### src/verilog/fps_pkg.sv
// constants and types shared by the fault protection sequencer
// Summary of operation
// - peak limit tripped: fault timer counts up once per 10 ms tick
// - peak limit silent: fault timer counts down once per 10 ms tick
// - timer completes when count reaches eight ticks
// - auto-recovery: completion halts all switching, rail decays by own consumption
// - auto-recovery: supply stop level reached, re-enter startup and resume switching
// - latching: after 80 ms enter latch, stop gate pulses, enable supply clamp
// - winding-short comparator trip shuts the controller down immediately
// - winding-short shutdown latches or auto-recovers like overload protection
// - temperature variants: fault pin below low threshold latches off
// - temperature variants: fault pin over overvoltage threshold latches off with clamp
// - overvoltage or overtemperature latch holds until latch-hold current lost
// - brown-out variants: stop switching while bulk image below threshold
// - after brown-out clears, resume only at supply start level, via soft-start
// - brown-out variants: overvoltage trip latches off until power cycled
// - timer counts up only on peak current comparator trip
// - every restart applies fixed 4 ms soft-start before regulation
package fps_pkg;
    localparam int unsigned CLK_FREQ_HZ = 100_000_000;
    localparam int unsigned TICK_TIME_MS = 10;
    localparam int unsigned SOFT_START_TIME_MS = 4;
    localparam int unsigned TICK_CYCLES = CLK_FREQ_HZ / 1000 * TICK_TIME_MS;
    localparam int unsigned SOFT_START_CYCLES = CLK_FREQ_HZ / 1000 * SOFT_START_TIME_MS;
    localparam int unsigned FAULT_TIME_MS = 80;
    localparam int unsigned FAULT_TICKS = FAULT_TIME_MS / TICK_TIME_MS;
    localparam int CNT_W = 4;
    localparam logic [CNT_W-1:0] FAULT_DONE_COUNT = CNT_W'(FAULT_TICKS);
    localparam logic [CNT_W-1:0] COUNT_RESET = 4'h0;
    typedef enum logic [2:0] {
        FPS_STARTUP,
        FPS_SOFT_START,
        FPS_RUN,
        FPS_HALT,
        FPS_BROWN_OUT,
        FPS_LATCHED
    } fps_state_e;
endpackage

### src/verilog/fps_fault_timer.sv
// up/down overload fault timer with completion flag
`timescale 1ns/1ps
module fps_fault_timer
    import fps_pkg::*;
#(
    parameter int unsigned TICK_CYC = TICK_CYCLES
) (
    input wire logic clk_sys,
    input wire logic resetn,
    input wire logic clear,
    input wire logic enable,
    input wire logic peak_trip,
    output logic [CNT_W-1:0] count,
    output logic done
);
    logic [31:0] div_q;
    logic [CNT_W-1:0] cnt_q;
    logic [CNT_W-1:0] cnt_d;
    wire tick = (div_q == TICK_CYC - 1);
    wire at_top = (cnt_q == FAULT_DONE_COUNT);
    wire at_zero = (cnt_q == COUNT_RESET);

    ////////////////////////////////////////////////////////////////
    always_comb begin
        cnt_d = cnt_q;
        if (clear) begin
            cnt_d = COUNT_RESET;
        end else if (enable && tick) begin
            if (peak_trip && !at_top) begin
                cnt_d = cnt_q + 4'h1;
            end else if (!peak_trip && !at_zero) begin
                cnt_d = cnt_q - 4'h1;
            end
        end
    end

    always_ff @(posedge clk_sys or negedge resetn) begin
        if (!resetn) begin
            div_q <= 32'h0;
            cnt_q <= COUNT_RESET;
        end else begin
            div_q <= (clear || tick) ? 32'h0 : div_q + 32'h1;
            cnt_q <= cnt_d;
        end
    end

    assign count = cnt_q;
    assign done = at_top;
endmodule

### src/verilog/fps_sequencer.sv
// fault protection sequencer: protection state machine and gate enables
`timescale 1ns/1ps
module fps_sequencer
    import fps_pkg::*;
#(
    parameter int unsigned TICK_CYC = TICK_CYCLES,
    parameter int unsigned SOFT_CYC = SOFT_START_CYCLES
) (
    input wire logic clk_sys,
    input wire logic resetn,
    input wire logic variant_latching,
    input wire logic variant_brown_out,
    input wire logic peak_limit_comparator,
    input wire logic winding_short_comparator,
    input wire logic fault_pin_low,
    input wire logic over_voltage_trip,
    input wire logic brown_out_comparator,
    input wire logic supply_stop_level,
    input wire logic supply_start_level,
    input wire logic latch_hold_current,
    output logic gate_drive_output,
    output logic soft_start_active,
    output logic supply_latch_clamp_level,
    output logic brown_out_hyst_enable,
    output logic [CNT_W-1:0] fault_count,
    output logic [2:0] protect_state
);
    fps_state_e state_q;
    fps_state_e state_d;
    logic [31:0] ss_q;
    logic [31:0] ss_d;
    logic gate_q;
    logic clamp_q;
    logic hyst_q;
    logic timer_done;

    ////////////////////////////////////////////////////////////////
    // fault decode
    wire running = (state_q == FPS_SOFT_START) || (state_q == FPS_RUN);
    wire ovp_latch = over_voltage_trip;
    wire otp_latch = !variant_brown_out && fault_pin_low;
    wire hard_latch = ovp_latch || otp_latch;
    wire overload = timer_done || winding_short_comparator;
    wire bo_low = variant_brown_out && brown_out_comparator;
    wire ss_done = (ss_q == SOFT_CYC - 1);
    wire timer_clear = (state_q == FPS_STARTUP);

    fps_fault_timer #(
        .TICK_CYC(TICK_CYC)
    ) u_timer (
        .clk_sys(clk_sys),
        .resetn(resetn),
        .clear(timer_clear),
        .enable(running),
        .peak_trip(peak_limit_comparator),
        .count(fault_count),
        .done(timer_done)
    );

    ////////////////////////////////////////////////////////////////
    // state machine
    always_comb begin
        state_d = state_q;
        ss_d = 32'h0;
        case (state_q)
            FPS_STARTUP: begin
                if (hard_latch) begin
                    state_d = FPS_LATCHED;
                end else if (supply_start_level && !bo_low) begin
                    state_d = FPS_SOFT_START;
                end
            end
            FPS_SOFT_START, FPS_RUN: begin
                if (state_q == FPS_SOFT_START) begin
                    ss_d = ss_q + 32'h1;
                end
                if (hard_latch) begin
                    state_d = FPS_LATCHED;
                end else if (overload) begin
                    state_d = variant_latching ? FPS_LATCHED : FPS_HALT;
                end else if (bo_low) begin
                    state_d = FPS_BROWN_OUT;
                end else if (state_q == FPS_SOFT_START && ss_done) begin
                    state_d = FPS_RUN;
                end
            end
            FPS_HALT: begin
                if (hard_latch) begin
                    state_d = FPS_LATCHED;
                end else if (supply_stop_level) begin
                    state_d = FPS_STARTUP;
                end
            end
            FPS_BROWN_OUT: begin
                if (hard_latch) begin
                    state_d = FPS_LATCHED;
                end else if (!bo_low) begin
                    state_d = FPS_STARTUP;
                end
            end
            FPS_LATCHED: begin
                if (!latch_hold_current) begin
                    state_d = FPS_STARTUP;
                end
            end
            default: begin
                state_d = FPS_STARTUP;
            end
        endcase
    end

    ////////////////////////////////////////////////////////////////
    // registered outputs
    wire gate_d = (state_d == FPS_SOFT_START) || (state_d == FPS_RUN);
    wire clamp_d = (state_d == FPS_LATCHED);
    wire hyst_d = variant_brown_out && brown_out_comparator;

    always_ff @(posedge clk_sys or negedge resetn) begin
        if (!resetn) begin
            state_q <= FPS_STARTUP;
            ss_q <= 32'h0;
            gate_q <= 1'b0;
            clamp_q <= 1'b0;
            hyst_q <= 1'b0;
        end else begin
            state_q <= state_d;
            ss_q <= ss_d;
            gate_q <= gate_d;
            clamp_q <= clamp_d;
            hyst_q <= hyst_d;
        end
    end

    assign gate_drive_output = gate_q;
    assign soft_start_active = (state_q == FPS_SOFT_START);
    assign supply_latch_clamp_level = clamp_q;
    assign brown_out_hyst_enable = hyst_q;
    assign protect_state = state_q;
endmodule

### config.mk
export PLATFORM = sky130hd
export DESIGN_NAME = fps_sequencer
export DESIGN_NICKNAME = d
export VERILOG_FILES = /design/src/verilog/fps_pkg.sv /design/src/verilog/fps_fault_timer.sv /design/src/verilog/fps_sequencer.sv
export SDC_FILE = /design/constraint.sdc
export NUM_CORES = 1
export LEC_CHECK = 0
export BUFFER_PORTS_ARGS = -buffer_cell sky130_fd_sc_hd__buf_2
export CAP_MARGIN = 40
export CORE_MARGIN = 3
export CORE_UTILIZATION = 60
export CTS_BUF_LIST = sky130_fd_sc_hd__clkbuf_16
export CTS_CLUSTER_SIZE = 28
export DETAILED_ROUTE_END_ITERATION = 8
export PLACE_DENSITY = 0.75
export SLEW_MARGIN = 10
export SYNTH_ARGS = -nofsm -noshare
export SYNTH_HDL_FRONTEND = slang
export SYNTH_SLANG_ARGS = --single-unit
### constraint.sdc
create_clock -name clk_sys -period 5.63 [get_ports clk_sys]
set_clock_uncertainty 0.05 [all_clocks]
set_input_delay 0.2815 -clock clk_sys [delete_from_list [all_inputs] [get_ports clk_sys]]
set_output_delay 0.2815 -clock clk_sys [all_outputs]
set_load 0.05 [all_outputs]
**Word level (Yosys, flattened, before mapping)**

Index checks and enable logic that the tools add are counted.

- Bits of input ports: 12
- Logic and storage cells: 65
- Flip-flop bits (word level): 74
- Output and inout bits: 11

- Reduce and logical (&&, ||, !) cells: 23
- Equality and inequality tests: 11
- Add/subtract/negate cells: 4
- Mux-type cells: 20

Operators with widths:

| kind | count |
|---|---|
| two-way mux 32 bit | 3 |
| adder 32 x 1 -> 32 bit (second input constant) | 2 |
| two-way mux 3 bit | 12 |
| == test 32 x 19 -> 1 bit (second input constant) | 1 |
| == test 32 x 20 -> 1 bit (second input constant) | 1 |
| two-way mux 4 bit | 4 |
| case mux 3 bit (5 select lines) | 1 |
| == test 3 x 2 -> 1 bit (second input constant) | 3 |
| == test 3 bit (second input constant) | 3 |
| logical AND 1 bit | 7 |
| == test 3 x 1 -> 1 bit (second input constant) | 2 |
| logical NOT 1 bit | 5 |
| logical OR 1 bit | 5 |
| adder 4 x 1 -> 4 bit (second input constant) | 1 |
| == test 4 bit (second input constant) | 1 |
| logical NOT 4 bit | 1 |
| subtractor 4 x 1 -> 4 bit (second input constant) | 1 |
| logical NOT 3 bit | 1 |
| nonzero test 3 bit | 1 |
| AND reduction 2 bit | 1 |
| nonzero test 2 bit | 1 |
| OR reduction 2 bit | 1 |

**Longest topological paths before layout**

Gate-level depths: netlist of run 1.

- Depth in word-level cells: 9
- Depth in mapped cells: 9
- Depth with buffers taken out: 9

**Modules after synthesis**

A second synthesis of run 1 with hierarchy kept.

- Cells, all modules: 412
- Area total of the unflattened synthesis: 3950.0 µm²

Modules (own cells, without submodules):

| module | seq. area each (µm²) | cells each | times used | area an instance (µm²) |
|---|---|---|---|---|
| fps_sequencer | 950.9 | 208 | 1 | 1979.4 |
| fps_fault_timer | 900.9 | 204 | 1 | 1970.6 |

**Worst setup path before layout of run 1**

Ideal clock, no wire load.

- Kind: register to register
- Start point: register state_q[0] (netlist: protect_state[0])
- End point: register gate_q (netlist: gate_drive_output)
- Path buffers: 1
- Slack: 3.139 ns
- Data arrival time: 2.320 ns
- Required time: 5.459 ns
- Stages on the path, launching flop included: 10
- Clock period less this slack: 2.491 ns
- Library setup time: 0.121 ns
- Cell sequence: dfrtp_1 -> buf_4 -> nor2b_4 -> nand2_4 -> clkinv_2 -> nand4_1 -> or4_4 -> a211oi_4 -> a31o_2 -> a21oi_1

- Word-level cells in the longest chain between the ends: 9
- Elaborated cells between the ends (all ways): 23
- Classes of those cells: eq/ne: 7; mux: 12; reduce/logical: 4

RTL lines:

| element | RTL line | text |
|---|---|---|
| from (decl) | fps_sequencer.sv:28 | `fps_state_e state_q;` |
| from (signal assigned) | fps_sequencer.sv:126 | `state_q <= state_d;` |
| == test 3 x 1 -> 1 bit (*) | n/a |  |
| via soft_start_active | fps_sequencer.sv:22 | `output logic soft_start_active,` |
| logical AND 1 bit | fps_sequencer.sv:83 | `end else if (state_q == FPS_SOFT_START && ss_done) begin` |
| two-way mux 3 bit | fps_sequencer.sv:83 |  |
| two-way mux 3 bit | fps_sequencer.sv:81 | `end else if (bo_low) begin` |
| two-way mux 3 bit | fps_sequencer.sv:79 | `end else if (overload) begin` |
| two-way mux 3 bit | fps_sequencer.sv:77 | `if (hard_latch) begin` |
| case mux 3 bit (5 select lines) (*) | fps_sequencer.sv:65 | `case (state_q)` |
| via state_d[1] | fps_sequencer.sv:29 | `fps_state_e state_d;` |
| == test 3 x 1 -> 1 bit / == test 3 x 2 -> 1 bit (equally long branches) | fps_sequencer.sv:114 | `wire gate_d = (state_d == FPS_SOFT_START) \|\| (state_d == FPS_RUN);` |
| logical OR 1 bit (*) | fps_sequencer.sv:114 |  |
| via gate_d | fps_sequencer.sv:114 |  |
| to (signal assigned) | fps_sequencer.sv:128 | `gate_q <= gate_d;` |
| to (decl) | fps_sequencer.sv:32 | `logic gate_q;` |

The timed path passes the listed nets; every way through them passes the cells marked *.
A chain may end at the register's enable or synchronous reset.

**Final worst setup path of run 1**

- Start point: register state_q[0] (netlist: protect_state[0])
- End point: register gate_q (netlist: gate_drive_output)

- Word-level cells in the longest chain between the ends: 9
- Elaborated cells between the ends (all ways): 23
- Classes of those cells: eq/ne: 7; mux: 12; reduce/logical: 4

RTL lines:

| element | RTL line |
|---|---|
| == test 3 x 1 -> 1 bit | fps_sequencer.sv:65, fps_sequencer.sv:83 |
| logical AND 1 bit | fps_sequencer.sv:83 |
| two-way mux 3 bit | fps_sequencer.sv:83 |
| two-way mux 3 bit | fps_sequencer.sv:81 |
| two-way mux 3 bit | fps_sequencer.sv:79 |
| two-way mux 3 bit | fps_sequencer.sv:77 |
| case mux 3 bit (5 select lines) (*) | fps_sequencer.sv:65 |
| via state_d[1] | fps_sequencer.sv:29 |
| == test 3 x 1 -> 1 bit / == test 3 x 2 -> 1 bit (equally long branches) | fps_sequencer.sv:114 |
| logical OR 1 bit (*) | fps_sequencer.sv:114 |
| via gate_d | fps_sequencer.sv:114 |

Marked as above.

==> results of run 1 <==
-- metal layers --
layer	global-route usage (%)	up-vias
met5	0	-
met4	9.490	0
met3	3.422	13
met2	37.42	54
met1	32.20	1505
li1	-	1503
-- metrics by stage --
stage                     util [%]  worst slack (ps)  cell area, µm²
after floorplan                  -              3139            3869
after global placement       66.09              3308            4029
after detailed placement     66.54              3228            4056
after CTS                    71.80              3203            4377
after global routing         71.80              3013            4377
final                        71.80              3204            4377
-- final timing paths --
check / startpoint / to / slack [ps] / cells past startpoint
max: protect_state[0] / gate_drive_output / 3200 / 8
min: brown_out_comparator / brown_out_hyst_enable / 210 / 3
max reg2reg: protect_state[0] / gate_drive_output / 3200 / 8
min reg2reg: ss_q[0] / ss_q[0] / 420 / 1
max in group asynchronous: resetn / ss_q[29] / 4560 / 4
min in group asynchronous: resetn / u_timer.div_q[25] / 420 / 3
-- power groups by stage --
| stage | combinational [µW] | clock, µW | sequential [µW] |
|---|---|---|---|
| CTS | 311 | 596 | 608 |
| global placement | 303 | 0 | 616 |
| detailed placement | 308 | 0 | 617 |
| floorplan | 200 | 0 | 655 |
| finish | 308 | 591 | 609 |
| global route | 339 | 620 | 615 |
-- cell families (layout without fill, tap and decap cells) --
family | after synthesis | in the layout
adder cells (fa/ha/maj) | 5 | 5
multiplexers | 2 | 2
buffers and inverters | 28 | 57
AND/OR/NAND/NOR | 209 | 209
XOR/XNOR | 52 | 52
AO/OA/AOI/OAI | 50 | 50
flip-flops | 74 | 74
-- flip-flops by register name, summed over array words and instances (netlist names) --
name / count
supply_latch_clamp_level: 1
ss_q: 32
u_timer.div_q: 32
gate_drive_output: 1
protect_state: 3
u_timer.count: 4
brown_out_hyst_enable: 1
-- repair_timing --
item,4_1_cts,5_1_grt
setup endpoints to repair,0,0
hold endpoints to repair,23,0
buffers inserted,0,0
hold buffers,1,0
-- placed cells by master, fill, tap and decap left out, types with 3 or more instances in the layout --
master,n
clkinv_2,3
clkbuf_16,9
inv_1,15
xor2_1,38
buf_2,22
xnor2_1,14
and4_1,4
nand2_1,30
nand2b_1,3
dfrtp_1,74
nor2_1,70
ha_1,4
a21oi_1,19
or3_1,12
o21ai_0,18
nand4_1,15
nor3b_1,3
and3_1,11
nand3_1,31
nor4_1,10
nor3_1,8
-- cells in the mapped netlist (8+ instances only) --
library cell	number	area share (%)
nor3_1	8	1.0
xnor2_1	14	3.2
and3_1	11	1.8
or3_1	12	1.9
a21oi_1	19	2.5
xor2_1	38	8.6
nand2_1	30	2.9
nand4_1	15	2.4
nor2_1	70	6.8
nor4_1	10	1.6
o21ai_0	18	2.3
nand3_1	31	4.0
clkbuf_1	9	0.87
inv_1	14	1.4
dfrtp_1	74	48
-- worst min-delay path, delay by kind of cell --
kind          cells  cell delay, ps
buf+inv           2             160
simple gates      1             120
-- cell type report --
class	instances	area share (%)
flip-flops and latches	74	42.31
repair buffers	25	3.545
clock buffers	9	5.146
multi-input cells	318	43.51
clock inverters	7	1.944
well taps	75	2.144
inverters	16	1.401
==> impl_metrics.ini, run 1 <==
[routing]
drt_iter0_markers = 208
routedWlPerCell_um = 15.24
met2WireLength_um = 3838
vias = 3075
top_layer = met4
wirelength_um = 7984
m1WireLength_um = 3707
ant_nets = 0
drt_drc_violations_left = 0
vias_per_cell = 5.868
firstDrtPassIters = 4
dr_wl_met3_um = 311

[die]
core-area_um2 = 6096
initial_core_util_pct = 63.46
die_w_um = 86.30
io_pins = 23
die_height_um = 86.30
std_cell_rows = 28
dieArea_um2 = 7448

[synthesis]
synthCells = 420
synthArstFlopShare_pct = 100.0
synth_simple_gate_area_share_pct = 27.33
synth_top_family_by_area = simple AND/OR/NAND/NOR gates
synthXorXnorAreaFrac_pct = 11.77
synth-compound-area-share_pct = 7.762
netlist_area_um2 = 3869
yosys.cell_types.count = 45
yosys.area_share.adder_pct = 1.811
synth-main-ff-cell = dfrtp_1
synth.avg_cell_area_um2 = 9.211
synth-edff-count = 0
synth-warning-count = 0
ys_seq_area_share_pct = 47.87
syn-num-nets = 437
muxShareOfSynthArea_pct = 0.5498
ys_seq_elements = 74

[sta]
drv_slew = 0
fin_crit_sh_pct = 43.09
rsz0062_at_grt = no
max_slew_margin_pct = 47.95
fmax_ghz = 0.4122
worst_pin_slew_ps = 774.8
setup_tns_ps = 0
period_needed_ps = 2426
timing.hold.ws_ps = 207.2
setup_viol = 0
hold_violations = 0

[setup_path]
path_cells = nor2b_4 -> nand2_4 -> clkinv_2 -> nand4_1 -> or4_4 -> a211oi_4 -> nand4_1 -> a21oi_1
crit_arrival_ps = 2630
cpMostUsedCell = nand4_1
critPathBufInv = 1
critPathTopFamily = simple AND/OR/NAND/NOR gates
critPathLaunchType = flop
slowest_stage = dfrtp_1
cp.required_ps = 5840
slowest_delay_ps = 520
crit_fanout = 32
critical_path_class = reg -> reg
end_kind = flop

[power_and_ir_drop]
pwr-share-comb_pct = 20.4
internal-power_uw = 1037
clock_power_share_pct = 39.2
ir_worst_vdd_v = 0.0002384
p_leak_uw = 0.001933
finalPower_uw = 1508
p_seq_share_pct = 40.4
switching_share_pct = 31.24
pwr_density_cell_nw_per_um2 = 344.6
p_switching_uw = 471.2

[finish]
multi_input_comb_area_um2 = 1904
register_area_um2 = 1852
antenna_cells = 0
final_nets = 461
fill_cells = 457
area_growth_pct = 13.13
final_layout_size_suffix_gt1_share_pct = 11.14
instances_no_fill = 524

[clocking]
htree_levels = 3
cts_num_sinks = 74
cts_tree = built
clock_path_buffers = 2
cts_inserted_buffers = 9
clk_latency_ps = 330
clkSlewWorstSetupHoldPaths_ps = 60
cts-root-buf = clkbuf_16
cts.repair.resized = 0

[global_routing]
grt_overflow = 0
antenna_found_initial = 0
grtUsageTotal_pct = 23.36
grt_pass1_wl_um = 13880
first_global_vias = 3076
grt_max_degree = 52

[flow_run]
drv_cap = 0

[placement]
port_buffers = 22
place.gp.congestion = 0.8717
place_inst = 507
post-dp-hpwl_um = 5371

[worst_hold_path]
worstHoldPathType = in -> reg

[status]
status = finished, final reports clean
(Power assumes the default switching activity.)
==> run 2: changes to the inputs <==
Clock period 5.63 ns to 2.4 ns, I/O delays scaled along.
==> run 2 against run 1 <==
Non-clock buffer count increased by 4. Die area unchanged. Total power increased by 120%. Routed wire length is 3.0% lower. Fmax increased by 11%. Critical path depth rose by 1. First-iteration DRC count is 1.4% higher. Sequential power grew 140%.
==> impl_metrics.ini, run 2 (synthesized netlist as in run 1, its figures left out) <==
[sta]
max_slew_margin_pct = 63.90
setup_viol = 0
fmax_ghz = 0.4564
timing.hold.ws_ps = 51.70
fin_crit_sh_pct = 91.29
worst_pin_slew_ps = 539.5
drv_slew = 0
fin_ws_ps = 209.0
setup_tns_ps = 0
hold_violations = 0
period_needed_ps = 2191
rsz0062_at_grt = no

[global_routing]
grt_pass1_wl_um = 13250
grt_max_degree = 75
first_global_vias = 2960
grt_overflow = 0
antenna_found_initial = 0
grtUsageTotal_pct = 22.34

[routing]
ant_nets = 0
routedWlPerCell_um = 14.67
firstDrtPassIters = 4
vias = 3096
drt_iter0_markers = 211
wirelength_um = 7747
drt_drc_violations_left = 0
vias_per_cell = 5.864

[die]
io_pins = 23
die_w_um = 86.30
die_height_um = 86.30
core-area_um2 = 6096
initial_core_util_pct = 63.46
dieArea_um2 = 7448
std_cell_rows = 28

[worst_hold_path]
worstHoldPathType = in -> reg
holdPathStages = 3
hp-start = brown_out_comparator
min_to = brown_out_hyst_enable

[clocking]
cts_num_sinks = 74
cts_inserted_buffers = 9
cts-root-buf = clkbuf_16
clock_path_buffers = 2
htree_levels = 3
clk_latency_ps = 330
cts_tree = built
clkSlewWorstSetupHoldPaths_ps = 60

[placement]
place.gp.congestion = 0.8654
post-dp-hpwl_um = 5220
dp_slack_ps = 100.9
port_buffers = 22

[finish]
final_nets = 465
final_common_cell = dfrtp_1
mostFrequentLayoutCells = dfrtp_1 (72), nor2_1 (70), xor2_1 (38), nand3_1 (31), nand2_1 (30)
area_growth_pct = 12.94
antenna_cells = 0
final_layout_size_suffix_gt1_share_pct = 12.14
final_core_util_pct = 71.67

[setup_path]
rrSetupSlack_ps = 210
r2r_start = u_timer.count[0]
crit_fanout = 6
rr_endpoint = u_timer.count[3]
end_kind = flop
cp.required_ps = 2600
crit_arrival_ps = 2390
critPathLaunchType = flop
reg2reg_depth = 9
critical_path_class = reg -> reg

[flow_run]
drv_cap = 0

[power_and_ir_drop]
p_switching_uw = 1104
pwr_density_cell_nw_per_um2 = 770.1
pwr-share-comb_pct = 23.3
p_leak_uw = 0.001934
internal-power_uw = 2260
clock_power_share_pct = 34.1
p_seq_share_pct = 42.7
switching_share_pct = 32.82
ir_worst_vdd_v = 0.0008240

[status]
status = finished, final reports clean
[run 2: cell types whose count changed in the layout (fill, tap and decap cells not counted)]
cell       delta
bufinv_16     -2
nor3_1        -1
nor3_2        +1
dfrtp_2       +2
a21oi_2       +1
buf_12        +2
inv_1         +2
buf_16        -1
clkinv_1      +1
dfrtp_1       -2
buf_4         +3
clkinv_2      -1
a21oi_1       -1
[run 2: metrics by stage]
step / cells / area [µm²] / total power (µW)
floorplan: 420 / 3871 / 2007
global placement: 511 / 4094 / 2218
detailed placement: 511 / 4094 / 2240
CTS: 528 / 4360 / 3388
global route: 528 / 4369 / 3529
finish: 528 / 4369 / 3365
[run 2: what timing repair did]
action                                 4_1_cts  5_1_grt
gates resized for setup                      0        2
hold buffers                                 1        0
setup endpoints to repair                    0        1
endpoints found under the hold margin       74        0
buffers inserted                             0        0
[run 2: power by group through the flow]
stage	clock (µW)	combinational (µW)	sequential (µW)
global placement	0	766	1450
detailed placement	0	785	1460
global route	1220	861	1450
finish	1150	783	1440
CTS	1170	788	1430
floorplan	0	469	1540
[run 2: worst max path at each step]
stage	startpoint	endpoint	cells after the start
floorplan	protect_state[0]	gate_drive_output	9
global placement	u_timer.count[0]	u_timer.count[3]	9
detailed placement	u_timer.count[0]	u_timer.count[3]	9
CTS	u_timer.count[0]	u_timer.count[3]	9
global route	u_timer.count[0]	u_timer.count[3]	9
finish	u_timer.count[0]	u_timer.count[3]	9
[run 2: final cells by class]
| class | count | area (µm²) |
|---|---|---|
| clock inverters | 7 | 31.28 |
| well taps | 75 | 93.84 |
| multi-input cells | 318 | 1913 |
| fillers | 483 | 1727 |
| clock buffers | 9 | 225.2 |
| inverters | 16 | 61.31 |
| repair buffers | 29 | 190.2 |
| flip-flops and latches | 74 | 1854 |
[run 2: routing by layer]
| layer | track usage [%] | vias to the layer above | routed length, µm |
|---|---|---|---|
| met3 | 3.422 | 11 | 317 |
| met4 | 9.632 | 0 | 95 |
| li1 | - | 1504 | - |
| met2 | 33.99 | 59 | 3602 |
| met1 | 32.04 | 1522 | 3732 |
| met5 | 0 | - | 0 |
[run 2: critical path: stages (launching register included)]
cell	delay, ps
dfrtp_1	470
nor3_2	280
nand2_1	110
nand2_1	140
ha_1	250
a21o_1	200
a21oi_2	190
nor3b_1	180
o21ai_0	110
a31oi_1	140
